### src/rxmf_consts.vh
`ifndef RXMF_CONSTS_VH
`define RXMF_CONSTS_VH

// Short-range register addresses.
`define RXMF_ADDR_RX_MAC_CTRL 6'h00
`define RXMF_ADDR_FILTER_FLUSH 6'h0d
`define RXMF_ADDR_SOFT_RESET 6'h2a
`define RXMF_ADDR_INT_STATUS 6'h31
`define RXMF_ADDR_INT_ENABLE 6'h32
`define RXMF_ADDR_BB_CTRL_ONE 6'h39

// Receive buffer window in the long address range.
`define RXMF_BUF_FIRST 10'h300
`define RXMF_BUF_LAST 10'h38f

// Field positions.
`define RXMF_MODE_LSB 0
`define RXMF_PAN_COORD_BIT 3
`define RXMF_NO_ACK_BIT 5
`define RXMF_FLUSH_BIT 0
`define RXMF_FILTER_LSB 1
`define RXMF_SOFT_MAC_BIT 0
`define RXMF_RX_IRQ_BIT 3
`define RXMF_SEC_IRQ_BIT 4
`define RXMF_DECINV_BIT 2
`define RXMF_FCF_SEC_BIT 3
`define RXMF_FCF_ACKREQ_BIT 5
`define RXMF_FCF_PANCOMP_BIT 6

// Writable bit masks of the stored registers.
`define RXMF_MASK_RX_MAC_CTRL 8'h2f
`define RXMF_MASK_FILTER_FLUSH 8'h6e
`define RXMF_MASK_BB_CTRL_ONE 8'h04

// Reset values.
`define RXMF_RST_RX_MAC_CTRL 8'h00
`define RXMF_RST_FILTER_FLUSH 8'h00
`define RXMF_RST_INT_ENABLE 8'h00
`define RXMF_RST_BB_CTRL_ONE 8'h00

// Reception modes and frame-type filter codes.
`define RXMF_MODE_NORMAL 2'h0
`define RXMF_MODE_PROMISC 2'h1
`define RXMF_MODE_ERROR 2'h2
`define RXMF_FILT_ALL 3'h0
`define RXMF_FILT_CMD 3'h4
`define RXMF_FILT_DATA 3'h2
`define RXMF_FILT_BEACON 3'h1

// Frame types and broadcast identifier.
`define RXMF_TYPE_BEACON 3'h0
`define RXMF_TYPE_DATA 3'h1
`define RXMF_TYPE_CMD 3'h3
`define RXMF_BROADCAST 16'hffff

// Frame check sequence, reflected polynomial, zero residue over data and FCS.
`define RXMF_CRC_POLY 16'h8408

// Serial port framing: header bits of short and long accesses.
`define RXMF_SHORT_HDR 5'h08
`define RXMF_LONG_HDR 5'h10

`endif

### src/rxmf_buffer.v
`timescale 1ns/1ps
module rxmf_buffer
#(
   parameter AW = 8,
   parameter DW = 8
)
(
   input wire clk,               // Device clock.
   input wire wrEn,              // Write strobe from the receive side.
   input wire [AW-1:0] wrAddr,   // Write address.
   input wire [DW-1:0] wrData,   // Write data.
   input wire [AW-1:0] rdAddr,   // Read address from the host side.
   output reg [DW-1:0] rdData    // Registered read data.
);

   reg [DW-1:0] mem [0:(1<<AW)-1];

   // Two independent ports; read data always comes one edge after the address.
   always @(posedge clk)
   begin
      if (wrEn)
      begin
         mem[wrAddr] <= wrData;
      end
      rdData <= mem[rdAddr];
   end

endmodule

### src/rxmf_frame_filter.v
`timescale 1ns/1ps
`include "rxmf_consts.vh"
// Notes on behaviour
// - Start on preamble sync, take the whole packet, check its CRC before deciding.
// - Two-bit mode field: 00 normal, 10 error, 01 promiscuous.
// - Normal mode needs good CRC and a legal frame type.
// - Normal beacons need source PAN equal to ours, unless ours is broadcast.
// - Normal mode: a destination PAN must be ours or broadcast.
// - Short destination must be ours or broadcast; else extended must be ours.
// - Source-only data or command frames need coordinator role and matching PAN.
// - Error mode accepts packets whatever their CRC.
// - Promiscuous mode accepts every good-CRC packet that the frame-type filter passes, no address filtering.
// - Frame-type filter: 000 all, 100 command, 010 data, 001 beacon.
// - Acknowledge-request bit five asks the transmit side for an automatic ack.
// - The ack carries the received sequence number.
// - Passing packets go to the buffer and raise the receive flag, bit three.
// - Host reads the buffer over serial port at long addresses 300 to 38F.
// - Byte zero holds frame length; FCS is followed by LQI then RSSI.
// - 256-byte dual-port buffer in two 128-byte pages, filled byte by byte through a write pointer.
// - Pointer resets on first-byte read, on the self-clearing flush, on soft reset.
// - One packet at a time; reading the first byte frees the buffer.
// - Decode inversion set blocks reception; host sets it while reading.
// - Security-enabled bit three raises the security flag, bit four.
module rxmf_frame_filter
(
   input wire clk,                       // Device clock, 125 MHz.
   input wire reset_n,                   // Synchronous reset, active low.
   input wire spiSck,                    // Serial clock from the host.
   input wire spiCsN,                    // Serial select, active low.
   input wire spiMosi,                   // Serial data from the host.
   output wire spiMiso,                  // Serial data to the host.
   output wire spiMisoOeN,               // Low while the device drives the data line.
   input wire rxSfd,                     // Pulse: demodulator found preamble sync.
   input wire rxByteValid,               // Pulse: rxByte holds the next byte.
   input wire [7:0] rxByte,              // Length byte first, then the frame.
   input wire [7:0] rxLqi,               // Link quality of the current frame.
   input wire [7:0] rxRssi,              // Signal strength of the current frame.
   input wire [15:0] panId,              // Own PAN identifier.
   input wire [15:0] shortAddress,       // Own short address.
   input wire [63:0] extendedAddress,    // Own extended address.
   output reg ackRequest_q,              // Pulse to the transmit side: send an ack.
   output reg [7:0] ackSeqNum_q          // Sequence number for that ack.
);

   localparam ST_IDLE = 6'h01;
   localparam ST_LEN = 6'h02;
   localparam ST_BODY = 6'h04;
   localparam ST_LQI = 6'h08;
   localparam ST_RSSI = 6'h10;
   localparam ST_DECIDE = 6'h20;

   reg sck1_q, sck2_q, sck3_q, cs1_q, cs2_q, mosi1_q, mosi2_q;
   reg [4:0] bitCnt_q;
   reg isLong_q;
   reg [15:0] hdr_q;
   reg [6:0] wrSh_q;
   reg [7:0] tx_q;
   reg [7:0] rxMacCtrl_q, filtFlush_q, intStatus_q, intEnable_q, bbCtrl_q;
   reg [5:0] state_q;
   reg [6:0] frameLen_q, idx_q, wrPtr_q;
   reg [15:0] crc_q, fcf_q, dstPan_q, dstShort_q, srcPan_q;
   reg [7:0] seq_q;
   reg extMatch_q, activePage_q, pending_q;
   reg [7:0] bufWrData, rdMux;
   reg accept;

   wire sckRise = sck2_q & ~sck3_q;
   wire sckFall = ~sck2_q & sck3_q;
   wire [4:0] hdrLen = isLong_q ? `RXMF_LONG_HDR : `RXMF_SHORT_HDR;
   wire [9:0] accAddr = isLong_q ? hdr_q[14:5] : {4'h0, hdr_q[6:1]};
   wire accWrite = isLong_q ? hdr_q[4] : hdr_q[0];
   wire bufSel = isLong_q && accAddr >= `RXMF_BUF_FIRST && accAddr <= `RXMF_BUF_LAST;
   wire [7:0] bufRdData;
   wire readPulse = sckFall && !cs2_q && bitCnt_q == hdrLen && !accWrite;
   wire regWrite = sckRise && !cs2_q && !isLong_q && bitCnt_q == hdrLen + 5'h07;
   wire [7:0] wrByte = {wrSh_q, mosi2_q};
   wire shortWr = regWrite && accWrite;
   wire firstRead = readPulse && bufSel && accAddr == `RXMF_BUF_FIRST;
   wire statusRead = readPulse && !isLong_q && accAddr[5:0] == `RXMF_ADDR_INT_STATUS;
   wire flush = shortWr && accAddr[5:0] == `RXMF_ADDR_FILTER_FLUSH && wrByte[`RXMF_FLUSH_BIT];
   wire software_reset_control = shortWr && accAddr[5:0] == `RXMF_ADDR_SOFT_RESET
                  && wrByte[`RXMF_SOFT_MAC_BIT];
   wire decInv = bbCtrl_q[`RXMF_DECINV_BIT];
   wire [1:0] mode = rxMacCtrl_q[`RXMF_MODE_LSB +: 2];
   wire [2:0] filt = filtFlush_q[`RXMF_FILTER_LSB +: 3];
   wire start = state_q == ST_IDLE && rxSfd && !decInv && !pending_q;
   wire bufWrEn = ((state_q == ST_LEN || state_q == ST_BODY) && rxByteValid)
                  || state_q == ST_LQI || state_q == ST_RSSI;

   // Addressing layout follows from the frame control field once it is in.
   wire [1:0] dm = fcf_q[11:10];
   wire [1:0] sm = fcf_q[15:14];
   wire [2:0] ftype = fcf_q[2:0];
   wire [6:0] dAddrOff = dm[1] ? 7'h05 : 7'h03;
   wire [6:0] dLen = dm == 2'h2 ? 7'h02 : (dm == 2'h3 ? 7'h08 : 7'h00);
   wire [6:0] sPanOff = dAddrOff + dLen;
   wire sPanPresent = sm[1] && !fcf_q[`RXMF_FCF_PANCOMP_BIT];
   wire [6:0] k = idx_q - dAddrOff;
   wire [15:0] effSrcPan = fcf_q[`RXMF_FCF_PANCOMP_BIT] ? dstPan_q : srcPan_q;

   function [15:0] crcStep;
      input [15:0] c;
      input [7:0] d;
      integer i;
      reg [15:0] r;
      begin
         r = c;
         for (i = 0; i < 8; i = i + 1)
         begin
            if (r[0] ^ d[i])
               r = (r >> 1) ^ `RXMF_CRC_POLY;
            else
               r = r >> 1;
         end
         crcStep = r;
      end
   endfunction

   // Serial pins are asynchronous to clk; the second stage feeds logic, and a third clock stage gives edge detection.
   always @(posedge clk)
   begin
      sck1_q <= spiSck;
      sck2_q <= sck1_q;
      sck3_q <= sck2_q;
      cs1_q <= spiCsN;
      cs2_q <= cs1_q;
      mosi1_q <= spiMosi;
      mosi2_q <= mosi1_q;
   end

   // Serial framing: header on rising edges, read data loaded and shifted on falling edges.
   always @(posedge clk)
   begin
      if (!reset_n || cs2_q)
      begin
         bitCnt_q <= 5'h00;
         isLong_q <= 1'b0;
         hdr_q <= 16'h0000;
         wrSh_q <= 7'h00;
         tx_q <= 8'h00;
      end
      else
      begin
         if (sckRise)
         begin
            if (bitCnt_q == 5'h00)
               isLong_q <= mosi2_q;
            if (bitCnt_q < hdrLen)
               hdr_q <= {hdr_q[14:0], mosi2_q};
            else
               wrSh_q <= {wrSh_q[5:0], mosi2_q};
            if (bitCnt_q != 5'h1f)
               bitCnt_q <= bitCnt_q + 5'h01;
         end
         if (sckFall && bitCnt_q == hdrLen)
            tx_q <= accWrite ? 8'h00 : rdMux;
         else if (sckFall && bitCnt_q > hdrLen)
            tx_q <= {tx_q[6:0], 1'b0};
      end
   end

   assign spiMiso = tx_q[7];
   assign spiMisoOeN = cs2_q;

   // Read multiplexer; the 0x380 to 0x38F tail of the window reads as zero.
   always @*
   begin
      rdMux = 8'h00;
      if (bufSel)
         rdMux = accAddr[7] ? 8'h00 : bufRdData;
      else if (!isLong_q)
      begin
         case (accAddr[5:0])
            `RXMF_ADDR_RX_MAC_CTRL: rdMux = rxMacCtrl_q;
            `RXMF_ADDR_FILTER_FLUSH: rdMux = filtFlush_q;
            `RXMF_ADDR_INT_STATUS: rdMux = intStatus_q;
            `RXMF_ADDR_INT_ENABLE: rdMux = intEnable_q;
            `RXMF_ADDR_BB_CTRL_ONE: rdMux = bbCtrl_q;
            default: rdMux = 8'h00;
         endcase
      end
   end

   // Configuration registers; flush and soft-reset bits act once and read back as zero.
   always @(posedge clk)
   begin
      if (!reset_n)
      begin
         rxMacCtrl_q <= `RXMF_RST_RX_MAC_CTRL;
         filtFlush_q <= `RXMF_RST_FILTER_FLUSH;
         intEnable_q <= `RXMF_RST_INT_ENABLE;
         bbCtrl_q <= `RXMF_RST_BB_CTRL_ONE;
      end
      else if (shortWr)
      begin
         case (accAddr[5:0])
            `RXMF_ADDR_RX_MAC_CTRL: rxMacCtrl_q <= wrByte & `RXMF_MASK_RX_MAC_CTRL;
            `RXMF_ADDR_FILTER_FLUSH: filtFlush_q <= wrByte & `RXMF_MASK_FILTER_FLUSH;
            `RXMF_ADDR_INT_ENABLE: intEnable_q <= wrByte;
            `RXMF_ADDR_BB_CTRL_ONE: bbCtrl_q <= wrByte & `RXMF_MASK_BB_CTRL_ONE;
            default: rxMacCtrl_q <= rxMacCtrl_q;
         endcase
      end
   end

   // Acceptance: mode policy, then the frame-type filter.
   always @*
   begin
      accept = 1'b0;
      if (mode[1])
         accept = 1'b1;
      else if (mode[0])
         accept = crc_q == 16'h0000;
      else
         accept = crc_q == 16'h0000 && !ftype[2]
            && (ftype != `RXMF_TYPE_BEACON || panId == `RXMF_BROADCAST
                || effSrcPan == panId)
            && (!dm[1] || dstPan_q == panId || dstPan_q == `RXMF_BROADCAST)
            && (dm != 2'h2 || dstShort_q == shortAddress
                || dstShort_q == `RXMF_BROADCAST)
            && (dm != 2'h3 || extMatch_q)
            && (dm[1] || !sm[1]
                || (ftype != `RXMF_TYPE_DATA && ftype != `RXMF_TYPE_CMD)
                || (rxMacCtrl_q[`RXMF_PAN_COORD_BIT] && effSrcPan == panId));
      if (filt != `RXMF_FILT_ALL)
         accept = accept && ((filt[2] && ftype == `RXMF_TYPE_CMD)
            || (filt[1] && ftype == `RXMF_TYPE_DATA)
            || (filt[0] && ftype == `RXMF_TYPE_BEACON));
   end

   // Buffer write data: length, frame with FCS, then LQI and RSSI.
   always @*
   begin
      case (state_q)
         ST_LQI: bufWrData = rxLqi;
         ST_RSSI: bufWrData = rxRssi;
         default: bufWrData = rxByte;
      endcase
   end

   // Receive sequence; bytes land in the hidden page, which only becomes visible on
   // acceptance, so a rejected frame never disturbs what the host may still be reading.
   always @(posedge clk)
   begin
      if (!reset_n || software_reset_control)
      begin
         state_q <= ST_IDLE;
         frameLen_q <= 7'h00;
         idx_q <= 7'h00;
         crc_q <= 16'h0000;
         fcf_q <= 16'h0000;
         seq_q <= 8'h00;
         dstPan_q <= 16'h0000;
         dstShort_q <= 16'h0000;
         srcPan_q <= 16'h0000;
         extMatch_q <= 1'b0;
      end
      else
      begin
         case (state_q)
            ST_IDLE:
            begin
               if (start)
               begin
                  state_q <= ST_LEN;
                  idx_q <= 7'h00;
                  crc_q <= 16'h0000;
                  fcf_q <= 16'h0000;
                  extMatch_q <= 1'b1;
               end
            end
            ST_LEN:
            begin
               if (rxByteValid)
               begin
                  frameLen_q <= rxByte[6:0];
                  state_q <= rxByte[6:0] == 7'h00 ? ST_LQI : ST_BODY;
               end
            end
            ST_BODY:
            begin
               if (rxByteValid)
               begin
                  crc_q <= crcStep(crc_q, rxByte);
                  idx_q <= idx_q + 7'h01;
                  if (idx_q == 7'h00)
                     fcf_q[7:0] <= rxByte;
                  if (idx_q == 7'h01)
                     fcf_q[15:8] <= rxByte;
                  if (idx_q == 7'h02)
                     seq_q <= rxByte;
                  if (dm[1] && idx_q == 7'h03)
                     dstPan_q[7:0] <= rxByte;
                  if (dm[1] && idx_q == 7'h04)
                     dstPan_q[15:8] <= rxByte;
                  if (idx_q >= dAddrOff && k < dLen)
                  begin
                     if (k == 7'h00)
                        dstShort_q[7:0] <= rxByte;
                     if (k == 7'h01)
                        dstShort_q[15:8] <= rxByte;
                     if (rxByte != extendedAddress[{k[2:0], 3'h0} +: 8])
                        extMatch_q <= 1'b0;
                  end
                  if (sPanPresent && idx_q == sPanOff)
                     srcPan_q[7:0] <= rxByte;
                  if (sPanPresent && idx_q == sPanOff + 7'h01)
                     srcPan_q[15:8] <= rxByte;
                  if (idx_q + 7'h01 == frameLen_q)
                     state_q <= ST_LQI;
               end
            end
            ST_LQI: state_q <= ST_RSSI;
            ST_RSSI: state_q <= ST_DECIDE;
            ST_DECIDE: state_q <= ST_IDLE;
            default: state_q <= ST_IDLE;
         endcase
      end
   end

   // Write pointer, visible page, pending packet and acknowledge request.
   // A flush in the middle of a frame restarts the pointer, so that frame comes out garbled.
   always @(posedge clk)
   begin
      if (!reset_n || software_reset_control)
      begin
         wrPtr_q <= 7'h00;
         activePage_q <= 1'b0;
         pending_q <= 1'b0;
         ackRequest_q <= 1'b0;
         ackSeqNum_q <= 8'h00;
      end
      else
      begin
         ackRequest_q <= 1'b0;
         if (start || firstRead || flush)
            wrPtr_q <= 7'h00;
         else if (bufWrEn)
            wrPtr_q <= wrPtr_q + 7'h01;
         if (firstRead)
            pending_q <= 1'b0;
         if (state_q == ST_DECIDE && accept)
         begin
            activePage_q <= ~activePage_q;
            pending_q <= 1'b1;
            ackRequest_q <= fcf_q[`RXMF_FCF_ACKREQ_BIT]
                            && !rxMacCtrl_q[`RXMF_NO_ACK_BIT];
            ackSeqNum_q <= seq_q;
         end
      end
   end

   // Interrupt status clears on read, but a new event in that cycle still sets its bit.
   always @(posedge clk)
   begin
      if (!reset_n || software_reset_control)
         intStatus_q <= 8'h00;
      else
      begin
         if (statusRead)
            intStatus_q <= 8'h00;
         if (state_q == ST_DECIDE && accept)
         begin
            intStatus_q[`RXMF_RX_IRQ_BIT] <= 1'b1;
            if (fcf_q[`RXMF_FCF_SEC_BIT])
               intStatus_q[`RXMF_SEC_IRQ_BIT] <= 1'b1;
         end
      end
   end

   rxmf_buffer #(.AW(8), .DW(8)) uBuffer
   (
      .clk(clk),
      .wrEn(bufWrEn),
      .wrAddr({~activePage_q, wrPtr_q}),
      .wrData(bufWrData),
      .rdAddr({activePage_q, accAddr[6:0]}),
      .rdData(bufRdData)
   );

endmodule

### config.mk
export PLATFORM = sky130hd
export DESIGN_NAME = rxmf_frame_filter
export DESIGN_NICKNAME = d
export VERILOG_FILES = /design/src/rxmf_buffer.v /design/src/rxmf_frame_filter.v
export VERILOG_INCLUDE_DIRS = /design/src
export SDC_FILE = /design/constraint.sdc
export NUM_CORES = 2
export LEC_CHECK = 0
export BUFFER_PORTS_ARGS = -buffer_cell sky130_fd_sc_hd__buf_2
export CORE_ASPECT_RATIO = 1.2
export CORE_MARGIN = 4
export CORE_UTILIZATION = 47
export DETAILED_ROUTE_END_ITERATION = 8
export GPL_TIMING_DRIVEN = 0
export PLACE_DENSITY = 0.68
export RECOVER_POWER = 25
export SLEW_MARGIN = 10
export SYNTH_ARGS = -nofsm -noshare
export SYNTH_HDL_FRONTEND = slang
export SYNTH_SLANG_ARGS = --single-unit
### constraint.sdc
create_clock -name clk -period 5.2 [get_ports clk]
set_clock_uncertainty 0.05 [all_clocks]
set_input_delay 0 -clock clk [delete_from_list [all_inputs] [get_ports clk]]
set_output_delay 0 -clock clk [all_outputs]
set_load 0.01 [all_outputs]
==> metrics.yaml <==
status: "finished, violations left"
failed_checks: "capacitance limit, slew limit, setup timing"
vias_per_cell: 6.76
ys_types: 76
share_seq_of_total_power: 0.552
grt_remaining_overflow: 0
primary_ff_master_synth: "edfxtp_1"
initial_utilization: 0.473
power-per-cell-area_mw_per_mm2: 355
synth_mux_area_frac: 0.144
timing.final.crit_share: 1.06
grt_start_max_net_pins: 145
grt_first_pass_wirelength_um: 437000
synth_fa_ha_area_frac: 0.00277
synth.cells.most_frequent: "edfxtp_1 (2048), mux4_2 (406), nor2_1 (390)"
floorplan.die.height_um: 484
period_minus_slack_ns: 5.53
postLayoutSetupSlackWorst_ns: -0.327
drv.max_cap_violation_count: 9
post-cts-setup-buffer-count: 0
grt_antenna_before_repair: 15
clockRootBuffer: "clkbuf_16"
hold_viol: 0
post_synthesis_area_per_instance_um2: 18.0
cts.htree.levels: 4
width_of_the_chip_um: 404
finalHoldWorstSlack_ns: 0.0822
wl_per_cell_um: 41.3
setup.worst_path.end_class: "flip-flop"
fp-row-count: 174
area.growth.synth_to_final_pct: 13.2
synth_compound_area_frac: 0.0440
ioPinCount: 138
clk_lat_worst_skew_ns: 0.91
fp.dieArea_mm2: 0.196
min-delay-path-class: "input port to flip-flop"
cellLeakagePower_uw: 0.0332
synth_edf_count: 2048
drtAntennaViolNets: 0
multi_input_comb_area_mm2: 0.0221
num-nets-final: 5469
synth_largest_type_area_fraction: 0.694
syn-instance-count: 4925
drc_errors: 0
cts_tree: "yes"
postSynth.asyncResetShare: 0
cp_max_fo: 10
max_slew_margin: -0.794
detailroute.via_count: 53900
synth_area_leaders: "edfxtp_1 (69%), mux4_2 (10%), dfxtp_1 (4.3%)"
hpwlAfterDp_um: 214000
drt_pre_antenna_iters: 6
yosys.cell_count.top_type: "edfxtp_1"
drv_slew: 927
buffer_ports.inserted: 136
final_layout_fill_cell_count: 14700
register_area_mm2: 0.0653
routed_wirelength_um: 329000
place.gp.congestion: 1.03
ys_seq_area_frac: 0.737
globalRouteTotalUtil: 0.332
p_switching_uw: 7530
power_uw: 35700
p_comb_frac: 0.019
post-synth-top-area-cell: "edfxtp_1"
p_sw_frac: 0.211
finish.utilization: 0.535
syn_nets: 5071
cts_max_path_buffers: 3
combinational_family_with_the_most_area_after_synthesis: "multiplexers"
ys_ff_latch: 2240
synth_simple_gate_area_share: 0.0442
crit_path_start_kind: "flip-flop"
synth_area_mm2: 0.0887
via_count_of_the_first_global_routing_pass: 51300
clk_pin_slew_ns: 0.06
timing.critical_path.required_ns: 5.83
total_internal_power_uw: 28100
max-vdd-ir-drop_uv: 365
timing.fmax_mhz: 181
cp.arrival_ns: 6.15
clock_sink_count: 2240
drtIter0Drc: 9676
tightestPinTransition_ns: 2.69
pwr-share-clk: 0.429
timing.setup.critical_path_class: "flip-flop to flip-flop"
floorplan.core_area_mm2: 0.187
post_synth_xor_area_fraction: 0.0108
drive_gt1_frac: 0.209
cts_buffers: 210
finalSetupViolations: 87
unrepaired_setup_endpoints_after_global_routing: "true"
synth.yosys.warnings: 0
## cells by family (layout without fill, tap and decap cells)
kind of cell | Yosys count | in the layout
compound gates | 590 | 590
xor+xnor | 105 | 105
fa+ha+maj | 19 | 19
buf+inv | 320 | 892
flops | 2240 | 2240
mux | 771 | 771
other cells | 0 | 17
simple gates | 880 | 880
## flip-flops by register name, summed over array words and instances, names as in the netlist, 8 cells and up
name            flops
uBuffer.mem      2048
crc_q              16
dstPan_q           16
dstShort_q         16
srcPan_q           16
hdr_q              15
fcf_q               9
ackSeqNum_q         8
intEnable_q         8
seq_q               8
tx_q                8
uBuffer.rdData      8
## path summary, 6_finish.rpt
path / startpoint / slack [ns] / depth (start not counted) / to
max reg2reg: isLong_q$_SDFFE_PP0P_ / -0.33 / 10 / uBuffer.rdData[3]$_DFF_P_
min: reset_n / 0.08 / 5 / tx_q[5]$_SDFFE_PP0P_
min reg2reg: sck1_q$_DFF_P_ / 0.28 / 0 / sck2_q$_DFF_P_
max: isLong_q$_SDFFE_PP0P_ / -0.33 / 10 / uBuffer.rdData[3]$_DFF_P_
## repair_timing
item | CTS | global route
resized for setup | 38 | 35
cloned | 0 | 0
endpoints found under the hold margin | 216 | 0
hold buffers | 29 | 0
endpoints found under the setup margin | 24 | 94
## power groups by stage
stage,clock network [µW],registers [µW],logic [µW]
after floorplan,0,20100,314
after global placement,0,20100,614
after detailed placement,0,20000,670
after CTS,15200,19700,687
after global routing,16000,19700,713
final,15300,19700,687
## layout make-up
class                   count  share of cell area
diodes                     17            0.000424
plain buffers             299              0.0158
clock buffers             263              0.0546
clock inverters           123              0.0128
inverters                  20            0.000748
multi-input cells        2365               0.220
flip-flops and latches   2240               0.651
well taps                2464              0.0307
repair buffers            187              0.0135
## layer usage
metal	vias up	wire length, µm	track usage
li1	20600	-	-
met1	27500	107000	0.400
met2	4755	144000	0.489
met3	1119	47900	0.124
met4	6	30500	0.246
met5	-	61	0
## worst max-delay path, stage by stage, from the launching register on
cell and delay [ns]:
dfxtp_1 0.40, mux2i_1 0.45, buf_2 0.57, buf_2 0.50, buf_2 0.76, mux2i_1 0.28
o22ai_1 0.15, a211oi_1 0.56, o21ai_0 0.33, nor4_1 0.83, o31ai_1 0.39
## metrics by stage
step / cell area (µm²) / worst slack, ns / cells / setup TNS (ns)
6_report: 100000 / -0.327 / 7978 / -4.99
5_1_grt: 100000 / -0.0143 / 7961 / -0.126
4_1_cts: 100000 / 0.00849 / 7961 / 0
3_5_place_dp: 93200 / -0.809 / 7547 / -4.98
3_3_place_gp: 92400 / -1.43 / 7525 / -1549.87
2_1_floorplan: 88700 / 1.48 / 4925 / 0
## placed cells by master, fill, tap and decap left out, types with 15 or more instances in the layout
cell / netlist / final
clkbuf_2: 1 / 57
nand3_1: 78 / 78
clkinv_1: 0 / 47
dlygate4sd3_1: 0 / 29
xnor2_1: 71 / 71
mux2i_1: 362 / 361
edfxtp_1: 2048 / 2048
a211oi_1: 33 / 32
a41oi_1: 16 / 15
inv_1: 19 / 20
xor2_1: 31 / 31
o22ai_1: 105 / 104
clkbuf_1: 133 / 137
buf_6: 11 / 20
a21oi_1: 168 / 167
o21ai_0: 48 / 48
o221ai_1: 27 / 27
nor2_2: 1 / 27
ha_1: 18 / 18
nand2_1: 225 / 217
a22oi_1: 130 / 130
bufinv_16: 0 / 16
diode_2: 0 / 17
nand4_1: 29 / 29
nor2b_1: 30 / 30
mux4_2: 406 / 406
buf_2: 101 / 236
buf_4: 22 / 34
nor4_1: 29 / 23
dfxtp_1: 192 / 192
and3_1: 16 / 16
nor2_1: 390 / 364
clkbuf_16: 0 / 210
clkinv_2: 0 / 32
nor3_1: 25 / 23
Note: power is estimated with default switching activity, not from simulation.
